`src/shared/tlp_pkg.sv`:
```
// Package with constants and carriers for the TLB lockdown placement block.
package tlp_pkg;

  // ----------------------------------------
  // Register encoding
  // ----------------------------------------
  localparam logic [3:0] CRN_LOCKDOWN = 4'hA;
  localparam logic [3:0] CRM_LOCKDOWN = 4'h0;
  localparam logic [2:0] OP1_LOCKDOWN = 3'h0;
  localparam logic [2:0] OP2_LOCKDOWN = 3'h0;
  localparam int SLOT_MSB = 29;
  localparam int SLOT_LSB = 28;
  localparam int PRESERVE_BIT = 0;
  localparam logic [1:0] SLOT_RESET = 2'h0;
  localparam logic PRESERVE_RESET = 1'b0;
  localparam logic [31:0] RDATA_RESET = 32'h0000_0000;
  localparam int LOCK_SLOTS = 4;

  // ----------------------------------------
  // Carriers
  // ----------------------------------------
  typedef struct packed {
    logic valid;
    logic write;
    logic [3:0] crn;
    logic [3:0] crm;
    logic [2:0] op1;
    logic [2:0] op2;
    logic [31:0] wdata;
  } tlp_xfer_t;

  typedef struct packed {
    logic privileged;
    logic nonSecure;
  } tlp_mode_t;

  typedef struct packed {
    logic toLockdown;
    logic [1:0] slot;
    logic [LOCK_SLOTS-1:0] slotOneHot;
  } tlp_place_t;

endpackage

```
`src/hw/tlp_lockdown.sv`:
```
// Lockdown control register and table walk placement steering.
`timescale 1ns/100ps

module tlp_lockdown (
  input wire logic clk,
  input wire logic rst,
  input wire tlp_pkg::tlp_xfer_t xfer,
  input wire tlp_pkg::tlp_mode_t mode,
  input wire logic nonsecureTlbLockdownPermit,
  input wire logic walkFill,
  output tlp_pkg::tlp_place_t place,
  output logic fillLockdown,
  output logic fillSetAssoc,
  output logic [31:0] rdata_q,
  output logic rdValid_q,
  output logic undefTrap_q
);

  // ----------------------------------------
  // Decode and permission
  // ----------------------------------------
  logic hit;
  logic allowed;
  logic [1:0] slot_q;
  logic preserve_q;
  logic [31:0] readWord;
  logic [tlp_pkg::LOCK_SLOTS-1:0] slotOneHot;

  // Decode keeps no state between requests, so back to back accesses need no stall.
  assign hit = xfer.valid && xfer.crn == tlp_pkg::CRN_LOCKDOWN
    && xfer.crm == tlp_pkg::CRM_LOCKDOWN && xfer.op1 == tlp_pkg::OP1_LOCKDOWN
    && xfer.op2 == tlp_pkg::OP2_LOCKDOWN;
  // Security state only gates access; the state itself selects no copy.
  assign allowed = mode.privileged
    && (!mode.nonSecure || nonsecureTlbLockdownPermit);

  // ----------------------------------------
  // Register
  // ----------------------------------------
  // Only a permitted write touches the register; a refused one leaves both fields alone.
  always_ff @(posedge clk)
  begin
    if (rst)
    begin
      slot_q <= tlp_pkg::SLOT_RESET;
      preserve_q <= tlp_pkg::PRESERVE_RESET;
    end
    else if (hit && xfer.write && allowed)
    begin
      slot_q <= xfer.wdata[tlp_pkg::SLOT_MSB:tlp_pkg::SLOT_LSB];
      preserve_q <= xfer.wdata[tlp_pkg::PRESERVE_BIT];
    end
  end

  // Reserved fields read as zero, which keeps read-modify-write sequences clean.
  always_comb
  begin
    readWord = 32'h0000_0000;
    readWord[tlp_pkg::SLOT_MSB:tlp_pkg::SLOT_LSB] = slot_q;
    readWord[tlp_pkg::PRESERVE_BIT] = preserve_q;
  end

  always_ff @(posedge clk)
  begin
    if (rst)
    begin
      rdata_q <= tlp_pkg::RDATA_RESET;
      rdValid_q <= 1'b0;
    end
    else
    begin
      rdValid_q <= hit && !xfer.write && allowed;
      if (hit && !xfer.write && allowed)
        rdata_q <= readWord;
    end
  end

  // The trap answers in the cycle a read answer would, so the core sees one latency.
  always_ff @(posedge clk)
  begin
    if (rst)
      undefTrap_q <= 1'b0;
    else
      undefTrap_q <= hit && !allowed;
  end

  // ----------------------------------------
  // Placement
  // ----------------------------------------
  genvar i;
  generate
    for (i = 0; i < tlp_pkg::LOCK_SLOTS; i++)
    begin : g_slot
      assign slotOneHot[i] = preserve_q && slot_q == 2'(i);
    end
  endgenerate

  // The decoded slot travels beside the raw field so the fill path needs no decoder.
  always_comb
  begin
    place.toLockdown = preserve_q;
    place.slot = slot_q;
    place.slotOneHot = slotOneHot;
  end

  // A fill follows the register at once; a write lands before the next walk sees it.
  assign fillLockdown = walkFill && preserve_q;
  assign fillSetAssoc = walkFill && !preserve_q;

  // ----------------------------------------
  // Access checks
  // ----------------------------------------
  a_refused_no_write: assert property (@(posedge clk) disable iff (rst)
    hit && !allowed |=> $stable(slot_q) && $stable(preserve_q) && undefTrap_q)
    else $error("Refused access changed the register or raised no trap.");
  a_user_refused: assert property (@(posedge clk) disable iff (rst)
    hit && !mode.privileged |=> undefTrap_q && !rdValid_q)
    else $error("User mode access was not refused.");
  a_ns_permit: assert property (@(posedge clk) disable iff (rst)
    hit && mode.nonSecure && !nonsecureTlbLockdownPermit |=> undefTrap_q)
    else $error("Non-secure access without permit was not refused.");
  a_user_no_write: assert property (@(posedge clk) disable iff (rst)
    hit && !mode.privileged |=> $stable(slot_q) && $stable(preserve_q))
    else $error("User mode access changed the register.");
  a_no_read_refused: assert property (@(posedge clk) disable iff (rst)
    hit && !allowed |=> !rdValid_q)
    else $error("Refused access returned read data.");
  a_trap_needs_hit: assert property (@(posedge clk) disable iff (rst)
    !(hit && !allowed) |=> !undefTrap_q)
    else $error("Trap raised without a refused access.");
  a_secure_allowed: assert property (@(posedge clk) disable iff (rst)
    hit && mode.privileged && !mode.nonSecure |=> !undefTrap_q)
    else $error("Privileged Secure access was refused.");
  a_ns_permitted: assert property (@(posedge clk) disable iff (rst)
    hit && mode.privileged && mode.nonSecure && nonsecureTlbLockdownPermit |=> !undefTrap_q)
    else $error("Permitted Non-secure access was refused.");

  // ----------------------------------------
  // Register checks
  // ----------------------------------------
  // A Non-secure write must read back from Secure state, as there is no banked copy.
  a_shared_copy: assert property (@(posedge clk) disable iff (rst)
    hit && xfer.write && allowed && mode.nonSecure ##1 !(hit && xfer.write)
    ##1 hit && !xfer.write && allowed && !mode.nonSecure
    |=> rdata_q[tlp_pkg::SLOT_MSB:tlp_pkg::SLOT_LSB]
      == $past(xfer.wdata[tlp_pkg::SLOT_MSB:tlp_pkg::SLOT_LSB], 3)
      && rdata_q[tlp_pkg::PRESERVE_BIT] == $past(xfer.wdata[tlp_pkg::PRESERVE_BIT], 3))
    else $error("Secure read did not return the Non-secure write.");
  a_write_takes: assert property (@(posedge clk) disable iff (rst)
    hit && xfer.write && allowed |=> preserve_q == $past(xfer.wdata[0]))
    else $error("Permitted write did not update the preserve flag.");
  a_write_slot: assert property (@(posedge clk) disable iff (rst)
    hit && xfer.write && allowed
    |=> slot_q == $past(xfer.wdata[tlp_pkg::SLOT_MSB:tlp_pkg::SLOT_LSB]))
    else $error("Permitted write did not update the slot field.");
  a_hold_unwritten: assert property (@(posedge clk) disable iff (rst)
    !(hit && xfer.write && allowed) |=> $stable(slot_q) && $stable(preserve_q))
    else $error("Register changed without a permitted write.");
  a_write_no_answer: assert property (@(posedge clk) disable iff (rst)
    hit && xfer.write |=> !rdValid_q)
    else $error("Write produced a read answer.");

  // ----------------------------------------
  // Read checks
  // ----------------------------------------
  a_read_value: assert property (@(posedge clk) disable iff (rst)
    hit && !xfer.write && allowed |=> rdValid_q && rdata_q[0] == $past(preserve_q))
    else $error("Read did not return the preserve flag.");
  a_read_slot: assert property (@(posedge clk) disable iff (rst)
    hit && !xfer.write && allowed
    |=> rdata_q[tlp_pkg::SLOT_MSB:tlp_pkg::SLOT_LSB] == $past(slot_q))
    else $error("Read did not return the slot field.");
  a_read_reserved: assert property (@(posedge clk) disable iff (rst)
    rdValid_q |-> rdata_q[31:tlp_pkg::SLOT_MSB+1] == '0
      && rdata_q[tlp_pkg::SLOT_LSB-1:tlp_pkg::PRESERVE_BIT+1] == '0)
    else $error("Reserved read bits were not zero.");
  a_rdata_holds: assert property (@(posedge clk) disable iff (rst)
    !(hit && !xfer.write && allowed) |=> $stable(rdata_q))
    else $error("Read data changed without a permitted read.");
  a_read_needs_hit: assert property (@(posedge clk) disable iff (rst)
    !(hit && !xfer.write && allowed) |=> !rdValid_q)
    else $error("Read answer without a permitted read.");
  a_answer_exclusive: assert property (@(posedge clk) disable iff (rst)
    !(rdValid_q && undefTrap_q))
    else $error("Read answer and trap raised together.");

  // ----------------------------------------
  // Placement checks
  // ----------------------------------------
  a_lock_slot: assert property (@(posedge clk) disable iff (rst)
    walkFill && preserve_q |-> fillLockdown && place.slotOneHot[slot_q] && !fillSetAssoc)
    else $error("Walk fill did not target the selected lockdown slot.");
  a_setassoc: assert property (@(posedge clk) disable iff (rst)
    walkFill && !preserve_q |-> fillSetAssoc && !fillLockdown && place.slotOneHot == 4'h0)
    else $error("Walk fill went to the lockdown region with preserve clear.");
  a_one_slot: assert property (@(posedge clk) disable iff (rst)
    $countones(place.slotOneHot) == int'(preserve_q))
    else $error("Lockdown slot selection is not one-hot while preserving.");
  a_slot_follows: assert property (@(posedge clk) disable iff (rst)
    preserve_q |-> place.slotOneHot == (4'h1 << place.slot) && place.toLockdown)
    else $error("Lockdown slot does not follow the slot field.");
  a_onehot_idle: assert property (@(posedge clk) disable iff (rst)
    !preserve_q |-> place.slotOneHot == 4'h0 && !place.toLockdown)
    else $error("Lockdown slot selected with preserve clear.");
  a_one_region: assert property (@(posedge clk) disable iff (rst)
    walkFill |-> fillLockdown != fillSetAssoc)
    else $error("Walk fill did not pick exactly one region.");
  a_idle_no_fill: assert property (@(posedge clk) disable iff (rst)
    !walkFill |-> !fillLockdown && !fillSetAssoc)
    else $error("Fill raised without a table walk.");

  // ----------------------------------------
  // Reset checks
  // ----------------------------------------
  // No disable here, so the state seen on the first edge after release is checked too.
  a_reset_clear: assert property (@(posedge clk)
    rst |=> slot_q == tlp_pkg::SLOT_RESET && preserve_q == tlp_pkg::PRESERVE_RESET
      && rdata_q == tlp_pkg::RDATA_RESET && !rdValid_q && !undefTrap_q)
    else $error("Reset left the register or the answers set.");

endmodule

```
`config.mk`:
```
export PLATFORM = sky130hd
export DESIGN_NAME = tlp_lockdown
export DESIGN_NICKNAME = d
export VERILOG_FILES = /design/src/shared/tlp_pkg.sv /design/src/hw/tlp_lockdown.sv
export SDC_FILE = /design/constraint.sdc
export NUM_CORES = 1
export LEC_CHECK = 0
export BUFFER_PORTS_ARGS = -buffer_cell sky130_fd_sc_hd__buf_2
export CAP_MARGIN = 30
export CORE_MARGIN = 10
export CORE_UTILIZATION = 31
export CTS_CLUSTER_SIZE = 20
export DETAILED_ROUTE_END_ITERATION = 10
export GPL_ROUTABILITY_DRIVEN = 0
export PLACE_DENSITY = 0.83
export SETUP_SLACK_MARGIN = 0.5
export SLEW_MARGIN = 20
export SYNTH_ARGS = -nofsm -noshare
export SYNTH_HDL_FRONTEND = slang
export SYNTH_SLANG_ARGS = --single-unit
```
`constraint.sdc`:
```
create_clock -name clk -period 1.95 [get_ports clk]
set_clock_uncertainty 0.2 [all_clocks]
set_input_delay 0.195 -clock clk [delete_from_list [all_inputs] [get_ports clk]]
set_output_delay 0.195 -clock clk [all_outputs]
set_load 0.05 [all_outputs]
```
==> reports/metrics.yaml, run 1 <==
clocking:
  clock_latency_ps: 260
  cts_max_path_buffers: 2
  cts-root-buf: "clkbuf_4"
  cts_tree: "done"
  path_clk_slew_ps: 50
  clkSinkCount: 8
  cts.htree.levels: 1
  cts_made_buffers: 3
timing:
  period_minus_slack_ps: 1450
  slew_violations: 0
  fin_crit_sh: 0.745
  timing.final.hold_violations: 1
  max_freq_mhz: 689
  tns_ps: 0
  rsz0062_at_grt: "false"
  setup_violations: 0
  holdWs_ps: -2.64
setup_path:
  ff2ff_setup_slack_ps: 1060
  endpoint: "place[0]"
  rr_worst_depth: 2
  worstSetupPathType: "reg2out"
  reg2reg_from: "slot_q[1]"
  startpoint_type: "register"
  arrival_ps: 1060
  crit_path_end_kind: "primary output"
  cp.required_ps: 1550
  worstReg2RegEnd: "rdata_q[29]"
  setup.worst_path.start: "preserve_q"
  critPathMaxFanout: 9
grt:
  overflow: 0
  antenna_found_initial: 0
  grt_max_degree: 10
  grt_pass1_wl_um: 3020
  grt_use_total: 0.0877
  grt_pass1_vias: 688
detailed_routing:
  avgRoutedWirePerCell_um: 13.8
  first_iter_violations: 26
  wl_um: 2060
  viasPerCell: 4.34
  drtPass1Iterations: 4
  vias: 647
  drc: 0
  ant_nets: 0
yosys:
  ys_types: 23
  yosysWarnings: 0
  ys_ff_latch: 8
  synthCells: 79
  synthFlopType: "dfxtp_1"
  ys_seq_area_frac: 0.246
  syn-cell-area_sq_um: 651
  async_flop_share: 0
  postSynthAreaPerCell_sq_um: 8.24
  synth-edff-count: 0
final_layout:
  finalNonFillerCells: 149
  layout_common_cells: "32 x buf_2, 29 x conb_1, 7 x nand4_1"
  antenna_cells: 0
  nets: 178
  drive_above_1_share: 0.434
  fin_util: 0.438
  layout_commonest_cell: "buf_2"
  area_growth_pct: 33.3
status:
  status: "finished with violations"
  failed_checks: "hold timing"
placed_design:
  dp_cells: 140
  dp_hpwl_um: 1700
  io_buffers: 38
die:
  dieWidth_um: 65.8
  num_io_pins: 97
  die-area_sq_mm: 0.00433
  fp-row-count: 16
  coreArea_sq_mm: 0.00198
  die_h_um: 65.8
  start_util: 0.328
run:
  drv_cap: 0
power_and_ir_drop:
  p_leak_nw: 0.436
  power_density_mw_per_mm2: 540
  p_total_uw: 468
  vdd_drop_max_v: 0.000187
min_path:
  hold_class: "in2reg"
worst max-delay path, stage by stage (launching register included):
cell and delay, ps:
dfxtp_4 380, nor3b_4 230, buf_6 190
worst min path at each step:
| stage | startpoint | endpoint | slack (ps) | cells past startpoint |
|---|---|---|---|---|
| CTS | xfer[29] | slot_q[1] | 2 | 3 |
| global route | xfer[29] | slot_q[1] | 40 | 3 |
| detailed placement | xfer[46] | rdValid_q | 250 | 2 |
| global placement | rst | slot_q[0] | 250 | 2 |
| floorplan | xfer[46] | rdValid_q | 70 | 1 |
| finish | xfer[29] | slot_q[1] | -3 | 3 |
sequential cells by signal, summed over array words and instances, names as in the netlist:
signal       flops
undefTrap_q      1
rdValid_q        1
rdata_q          3
preserve_q       1
slot_q           2
what timing repair did:
item,4_1_cts,5_1_grt
buffers inserted,0,2
hold buffers,4,0
endpoints found under the hold margin,6,0
setup endpoints to repair,5,10
pin swaps,0,4
resized for setup,5,12
cell families (layout without fill, tap and decap cells):
logic type             count (synthesis)  count (layout)  share of synthesized area
and+or+nand+nor                       21              21                      0.237
other                                  1              29                    0.00576
AOI/OAI and AO/OA                     15              15                      0.127
buffers and inverters                 34              49                      0.385
DFF                                    8               8                      0.246
through the flow:
step                worst slack, ps  instance area (sq um)  hold slack [ps]
floorplan                       492                    773             71.7
detailed placement              377                    754              251
global route                    469                    867             37.5
CTS                             468                    828             2.09
global placement                436                    754              247
finish                          498                    867            -2.64
where the power goes:
| part | switching, mW | internal [mW] | total [mW] |
|---|---|---|---|
| combinational | 0.149 | 0.0310 | 0.180 |
| clock | 0.0576 | 0.0705 | 0.128 |
| sequential | 0.000000958 | 0.160 | 0.160 |
per-layer routing:
metal | global-route usage | vias up | wire [um]
li1 | - | 308 | -
met1 | 0.0832 | 288 | 781
met2 | 0.147 | 46 | 1020
met3 | 0.0390 | 5 | 207
met4 | 0.0642 | 0 | 47
met5 | 0 | - | 0
Yosys cell counts (2+ instances only):
cell	n	area share
o211ai_1	2	0.023
inv_1	2	0.012
a21oi_1	6	0.046
o21ai_0	6	0.046
nand4_1	7	0.067
nor3_1	2	0.015
buf_4	31	0.36
dfxtp_1	8	0.25
area by class of cell:
type	instances	area [sq um]
Multi-Input combinational cell	65	360
Sequential cell	8	171
Clock buffer	3	22.5
Fill cell	212	1110
Inverter	2	7.51
Timing Repair Buffer	44	272
Tap cell	27	33.8
Power figures use the tool's default switching activity.
==> run 2: changes to the inputs <==
--- a/config.mk
+++ b/config.mk
@@ -8,11 +8,11 @@
 export BUFFER_PORTS_ARGS = -buffer_cell sky130_fd_sc_hd__buf_2
 export CAP_MARGIN = 30
 export CORE_MARGIN = 10
-export CORE_UTILIZATION = 31
+export CORE_UTILIZATION = 29
 export CTS_CLUSTER_SIZE = 20
 export DETAILED_ROUTE_END_ITERATION = 10
 export GPL_ROUTABILITY_DRIVEN = 0
-export PLACE_DENSITY = 0.83
+export PLACE_DENSITY = 0.79
 export SETUP_SLACK_MARGIN = 0.5
 export SLEW_MARGIN = 20
 export SYNTH_ARGS = -nofsm -noshare
==> constraint.sdc (replaced) <==
create_clock -name clk -period 1.4 [get_ports clk]
set_clock_uncertainty 0.2 [all_clocks]
set_input_delay 0.14 -clock clk [delete_from_list [all_inputs] [get_ports clk]]
set_output_delay 0.14 -clock clk [all_outputs]
set_load 0.05 [all_outputs]
==> run 2 against run 1 <==
Against the previous run:
- the run still ends with hold timing left
- wire length is 13% higher
- global-route usage shrank 0.13 points
- worst setup slack worse by 460 ps
- largest power group unchanged
==> reports/metrics.yaml, run 2 (synthesized netlist as in run 1, its figures left out) <==
final_layout:
  largest_register_ffs: 3
  area_growth_pct: 74.6
  nets: 180
  finalNonFillerCells: 153
  fin_util: 0.524
  drive_above_1_share: 0.632
  layout_commonest_cell: "conb_1"
  layout_common_cells: "29 x conb_1, 21 x buf_2, 12 x buf_8"
  top_regs: "rdata_q: 3 flops, slot_q: 2 flops"
  antenna_cells: 0
  fill_cells: 207
  largest_register: "rdata_q"
detailed_routing:
  wl_um: 2310
  ant_nets: 0
  avgRoutedWirePerCell_um: 15.1
  drtPass1Iterations: 4
  first_iter_violations: 18
  drc: 0
  viasPerCell: 4.39
  vias: 672
status:
  status: "finished with violations"
  failed_checks: "hold timing"
grt:
  grt_max_degree: 9
  overflow: 0
  grt_pass1_vias: 667
  grt_pass1_wl_um: 2920
  grt_use_total: 0.0864
  antenna_found_initial: 0
setup_path:
  crit_slowest_cell: "dfxtp_4"
  crit_chain: "and3b_2 > buf_8"
  worstSetupPathType: "reg2out"
  startpoint_type: "register"
  critPathBufInv: 1
  reg2reg_from: "slot_q[0]"
  path_delay_family: "flip-flops"
  max_stage_delay_ps: 370
  crit_path_end_kind: "primary output"
  setup.worst_path.start: "slot_q[0]"
  cp.required_ps: 1060
  arrival_ps: 1020
  critPathMaxFanout: 6
clocking:
  cts.htree.levels: 1
  clock_latency_ps: 260
  path_clk_slew_ps: 60
  cts_made_buffers: 3
  cts_max_path_buffers: 2
  cts_tree: "done"
  cts-root-buf: "clkbuf_4"
  clkSinkCount: 8
run:
  drv_cap: 0
die:
  start_util: 0.300
  fp-row-count: 17
  dieWidth_um: 67.4
  num_io_pins: 97
  die-area_sq_mm: 0.00454
  coreArea_sq_mm: 0.00217
  die_h_um: 67.4
timing:
  fin_crit_sh: 0.973
  rsz0062_at_grt: "true"
  setup_violations: 0
  worst_slack_ps: 37.8
  max_freq_mhz: 734
  slew_violations: 0
  timing.final.hold_violations: 6
  worstMarginPinSlew_ps: 501
  period_minus_slack_ps: 1360
  holdWs_ps: -56.8
  slew_headroom: 0.664
min_path:
  hold_class: "in2reg"
  hold_start: "xfer[46]"
power_and_ir_drop:
  power_density_mw_per_mm2: 600
  vdd_drop_max_v: 0.000280
  p_leak_nw: 0.517
placed_design:
  dp_hpwl_um: 1740
  dp_cells: 142
  pre_cts_ws_ps: -38.0
  io_buffers: 38
[run 2: cell types whose count changed in the layout (fill, tap and decap cells not counted), sizes merged]
cell         previous run  this run
dlygate4sd3             4         0
buf                    39        46
[run 2: through the flow]
step	setup TNS (ps)	power (mW)	instance area (sq um)
3_5_place_dp	-86.2	0.467	816
4_1_cts	0	0.669	1050
2_1_floorplan	0	0.488	833
6_report	0	0.681	1140
5_1_grt	-8.90	0.704	1140
3_3_place_gp	0	0.465	816
[run 2: routing by layer]
metal	GRT usage	wire (um)	vias up
met5	0	0	-
met4	0.0487	23	0
met3	0.0661	315	4
met2	0.149	1190	43
met1	0.0691	782	312
li1	-	-	313
[run 2: what timing repair did]
item,CTS,global route
resized for setup,51,13
pin swaps,15,12
hold endpoints to repair,8,5
endpoints found under the setup margin,22,22
buffers inserted,4,3
[run 2: worst paths after layout]
| check | cells after the start | slack (ps) | to |
|---|---|---|---|
| worst max-delay path | 2 | 40 | place[2] |
| worst min-delay path | 2 | -60 | rdValid_q |
| worst max register to register | 3 | 330 | rdata_q[28] |
| worst min register to register | 2 | 290 | rdata_q[28] |
[run 2: layout make-up]
type / count / area (sq um) / area share
sequential: 8 / 180 / 0.159
clock buffer: 4 / 26.3 / 0.0231
multi-input combinational: 65 / 474 / 0.417
inverter: 2 / 7.51 / 0.00661
tap: 28 / 35.0 / 0.0308
timing repair buffer: 46 / 413 / 0.363
[run 2: report_power, final]
group / switching, mW / internal (mW) / total (mW)
Clock: 0.0859 / 0.110 / 0.195
Combinational: 0.219 / 0.0469 / 0.266
Sequential: 0.00000161 / 0.220 / 0.220
Total: 0.305 / 0.376 / 0.681
[run 2: worst reg2reg max path: stages, from the launching register on]
cell     delay (ps)
dfxtp_4         380
buf_4           140
nand4_1         120
a21oi_2         160
==> run 3: changes to the inputs <==
--- a/config.mk
+++ b/config.mk
@@ -13,6 +13,7 @@
 export DETAILED_ROUTE_END_ITERATION = 10
 export GPL_ROUTABILITY_DRIVEN = 0
 export PLACE_DENSITY = 0.79
+export RECOVER_POWER = 50
 export SETUP_SLACK_MARGIN = 0.5
 export SLEW_MARGIN = 20
 export SYNTH_ARGS = -nofsm -noshare
==> run 3 against run 2 <==
Against the previous run:
- the run still ends with hold timing left
- first-iteration DRC count fell by 44%
- clock-buffer cell count did not move
- register-to-register slack barely moved
- hold slack got worse by 5.2 ps
- global-route usage did not move
- wire length rose by 1.6%
- fmax barely moved
- utilization fell by 3.8 points
- cell count did not move
- die area did not move
- largest cell class unchanged
==> reports/metrics.yaml, run 3 (synthesized netlist as in run 1, its figures left out) <==
detailed_routing:
  avgRoutedWirePerCell_um: 15.4
  vias: 669
  first_iter_violations: 10
  wl_um: 2350
  ant_nets: 0
  drtPass1Iterations: 2
  drc: 0
  viasPerCell: 4.37
die:
  die-area_sq_mm: 0.00454
  num_io_pins: 97
  dieWidth_um: 67.4
  die_h_um: 67.4
  fp-row-count: 17
  start_util: 0.300
  coreArea_sq_mm: 0.00217
clocking:
  cts_made_buffers: 3
  clkSinkCount: 8
  cts-root-buf: "clkbuf_4"
  cts_max_path_buffers: 2
  cts.htree.levels: 1
  cts_tree: "done"
  clock_latency_ps: 260
  path_clk_slew_ps: 60
grt:
  grt_max_degree: 9
  grt_use_total: 0.0864
  antenna_found_initial: 0
  overflow: 0
  grt_pass1_wl_um: 2920
  grt_pass1_vias: 667
final_layout:
  nets: 180
  drive_above_1_share: 0.600
  finalNonFillerCells: 153
  layout_commonest_cell: "conb_1"
  layout_common_cells: "29 x conb_1, 21 x buf_2, 7 x nand4_1, 7 x buf_6, 7 x buf_8"
  antenna_cells: 0
  largest_register: "rdata_q"
  area_growth_pct: 61.9
  largest_register_ffs: 3
  top_regs: "rdata_q: 3 flops, slot_q: 2 flops"
timing:
  fin_crit_sh: 0.972
  worst_slack_ps: 39.2
  period_minus_slack_ps: 1360
  slew_violations: 0
  max_freq_mhz: 735
  timing.final.hold_violations: 8
  holdWs_ps: -62.0
  tns_ps: 0
  rsz0062_at_grt: "true"
  setup_violations: 0
setup_path:
  max_stage_delay_ps: 370
  critPathBufInv: 1
  ff2ff_setup_slack_ps: 320
  rr_worst_depth: 3
  path_delay_family: "flip-flops"
  crit_chain: "and3b_2 > buf_8"
  startpoint_type: "register"
  critPathMaxFanout: 6
  cp.depth: 2
  crit_path_end_kind: "primary output"
  cp.required_ps: 1060
  crit_slowest_cell: "dfxtp_4"
  worstSetupPathType: "reg2out"
  arrival_ps: 1020
status:
  failed_checks: "hold timing"
  status: "finished with violations"
min_path:
  hold_depth: 2
  hold_class: "in2reg"
placed_design:
  dp_cells: 142
  dp_hpwl_um: 1740
  io_buffers: 38
  pre_cts_ws_ps: -38.0
power_and_ir_drop:
  power_density_mw_per_mm2: 643
  vdd_drop_max_v: 0.000279
  p_leak_nw: 0.494
run:
  drv_cap: 0
## run 3: repair_timing
action | in CTS | in global routing
endpoints found under the hold margin | 8 | 5
gates cloned | 0 | 0
endpoints found under the setup margin | 22 | 22
pin swaps | 15 | 12
gates resized for setup | 51 | 13
buffers inserted | 4 | 3
## run 3: per-stage QoR
| stage | cell area (sq um) | power (mW) | util |
|---|---|---|---|
| after floorplan | 833 | 0.488 | - |
| after global placement | 816 | 0.465 | 0.376 |
| after detailed placement | 816 | 0.467 | 0.376 |
| after CTS | 1050 | 0.669 | 0.483 |
| after global routing | 1050 | 0.700 | 0.486 |
| final | 1050 | 0.677 | 0.486 |
## run 3: worst reg2reg max path, cell delays in order (launching register included)
cell and delay (ps):
dfxtp_4 380, buf_4 140, nand4_1 120, a21oi_2 160
## run 3: power breakdown
group          total, mW  switching [mW]  internal, mW
Clock              0.195          0.0854         0.109
Combinational      0.262           0.217        0.0459
Sequential         0.220      0.00000137         0.220
Total              0.677           0.302         0.375
## run 3: path summary, 6_finish.rpt
| path | from | end |
|---|---|---|
| worst min-delay path | xfer[46] | rdValid_q |
| worst min register to register | rdata_q[28] | rdata_q[28] |
| worst max-delay path | slot_q[0] | place[2] |
| worst max register to register | slot_q[0] | rdata_q[28] |
## run 3: final cells by class
cell class,count,area [sq um]
Clock buffer,4,26.3
Multi-Input combinational cell,65,448
Inverter,2,7.51
Timing Repair Buffer,46,357
Fill cell,218,1120
Tap cell,28,35.0
Sequential cell,8,180
## run 3: layer usage
layer,track usage,vias to the layer above,share of wire
li1,-,312,-
met1,0.0691,310,0.35
met2,0.149,43,0.52
met3,0.0661,4,0.12
met4,0.0487,0,0.0094
met5,0,-,0
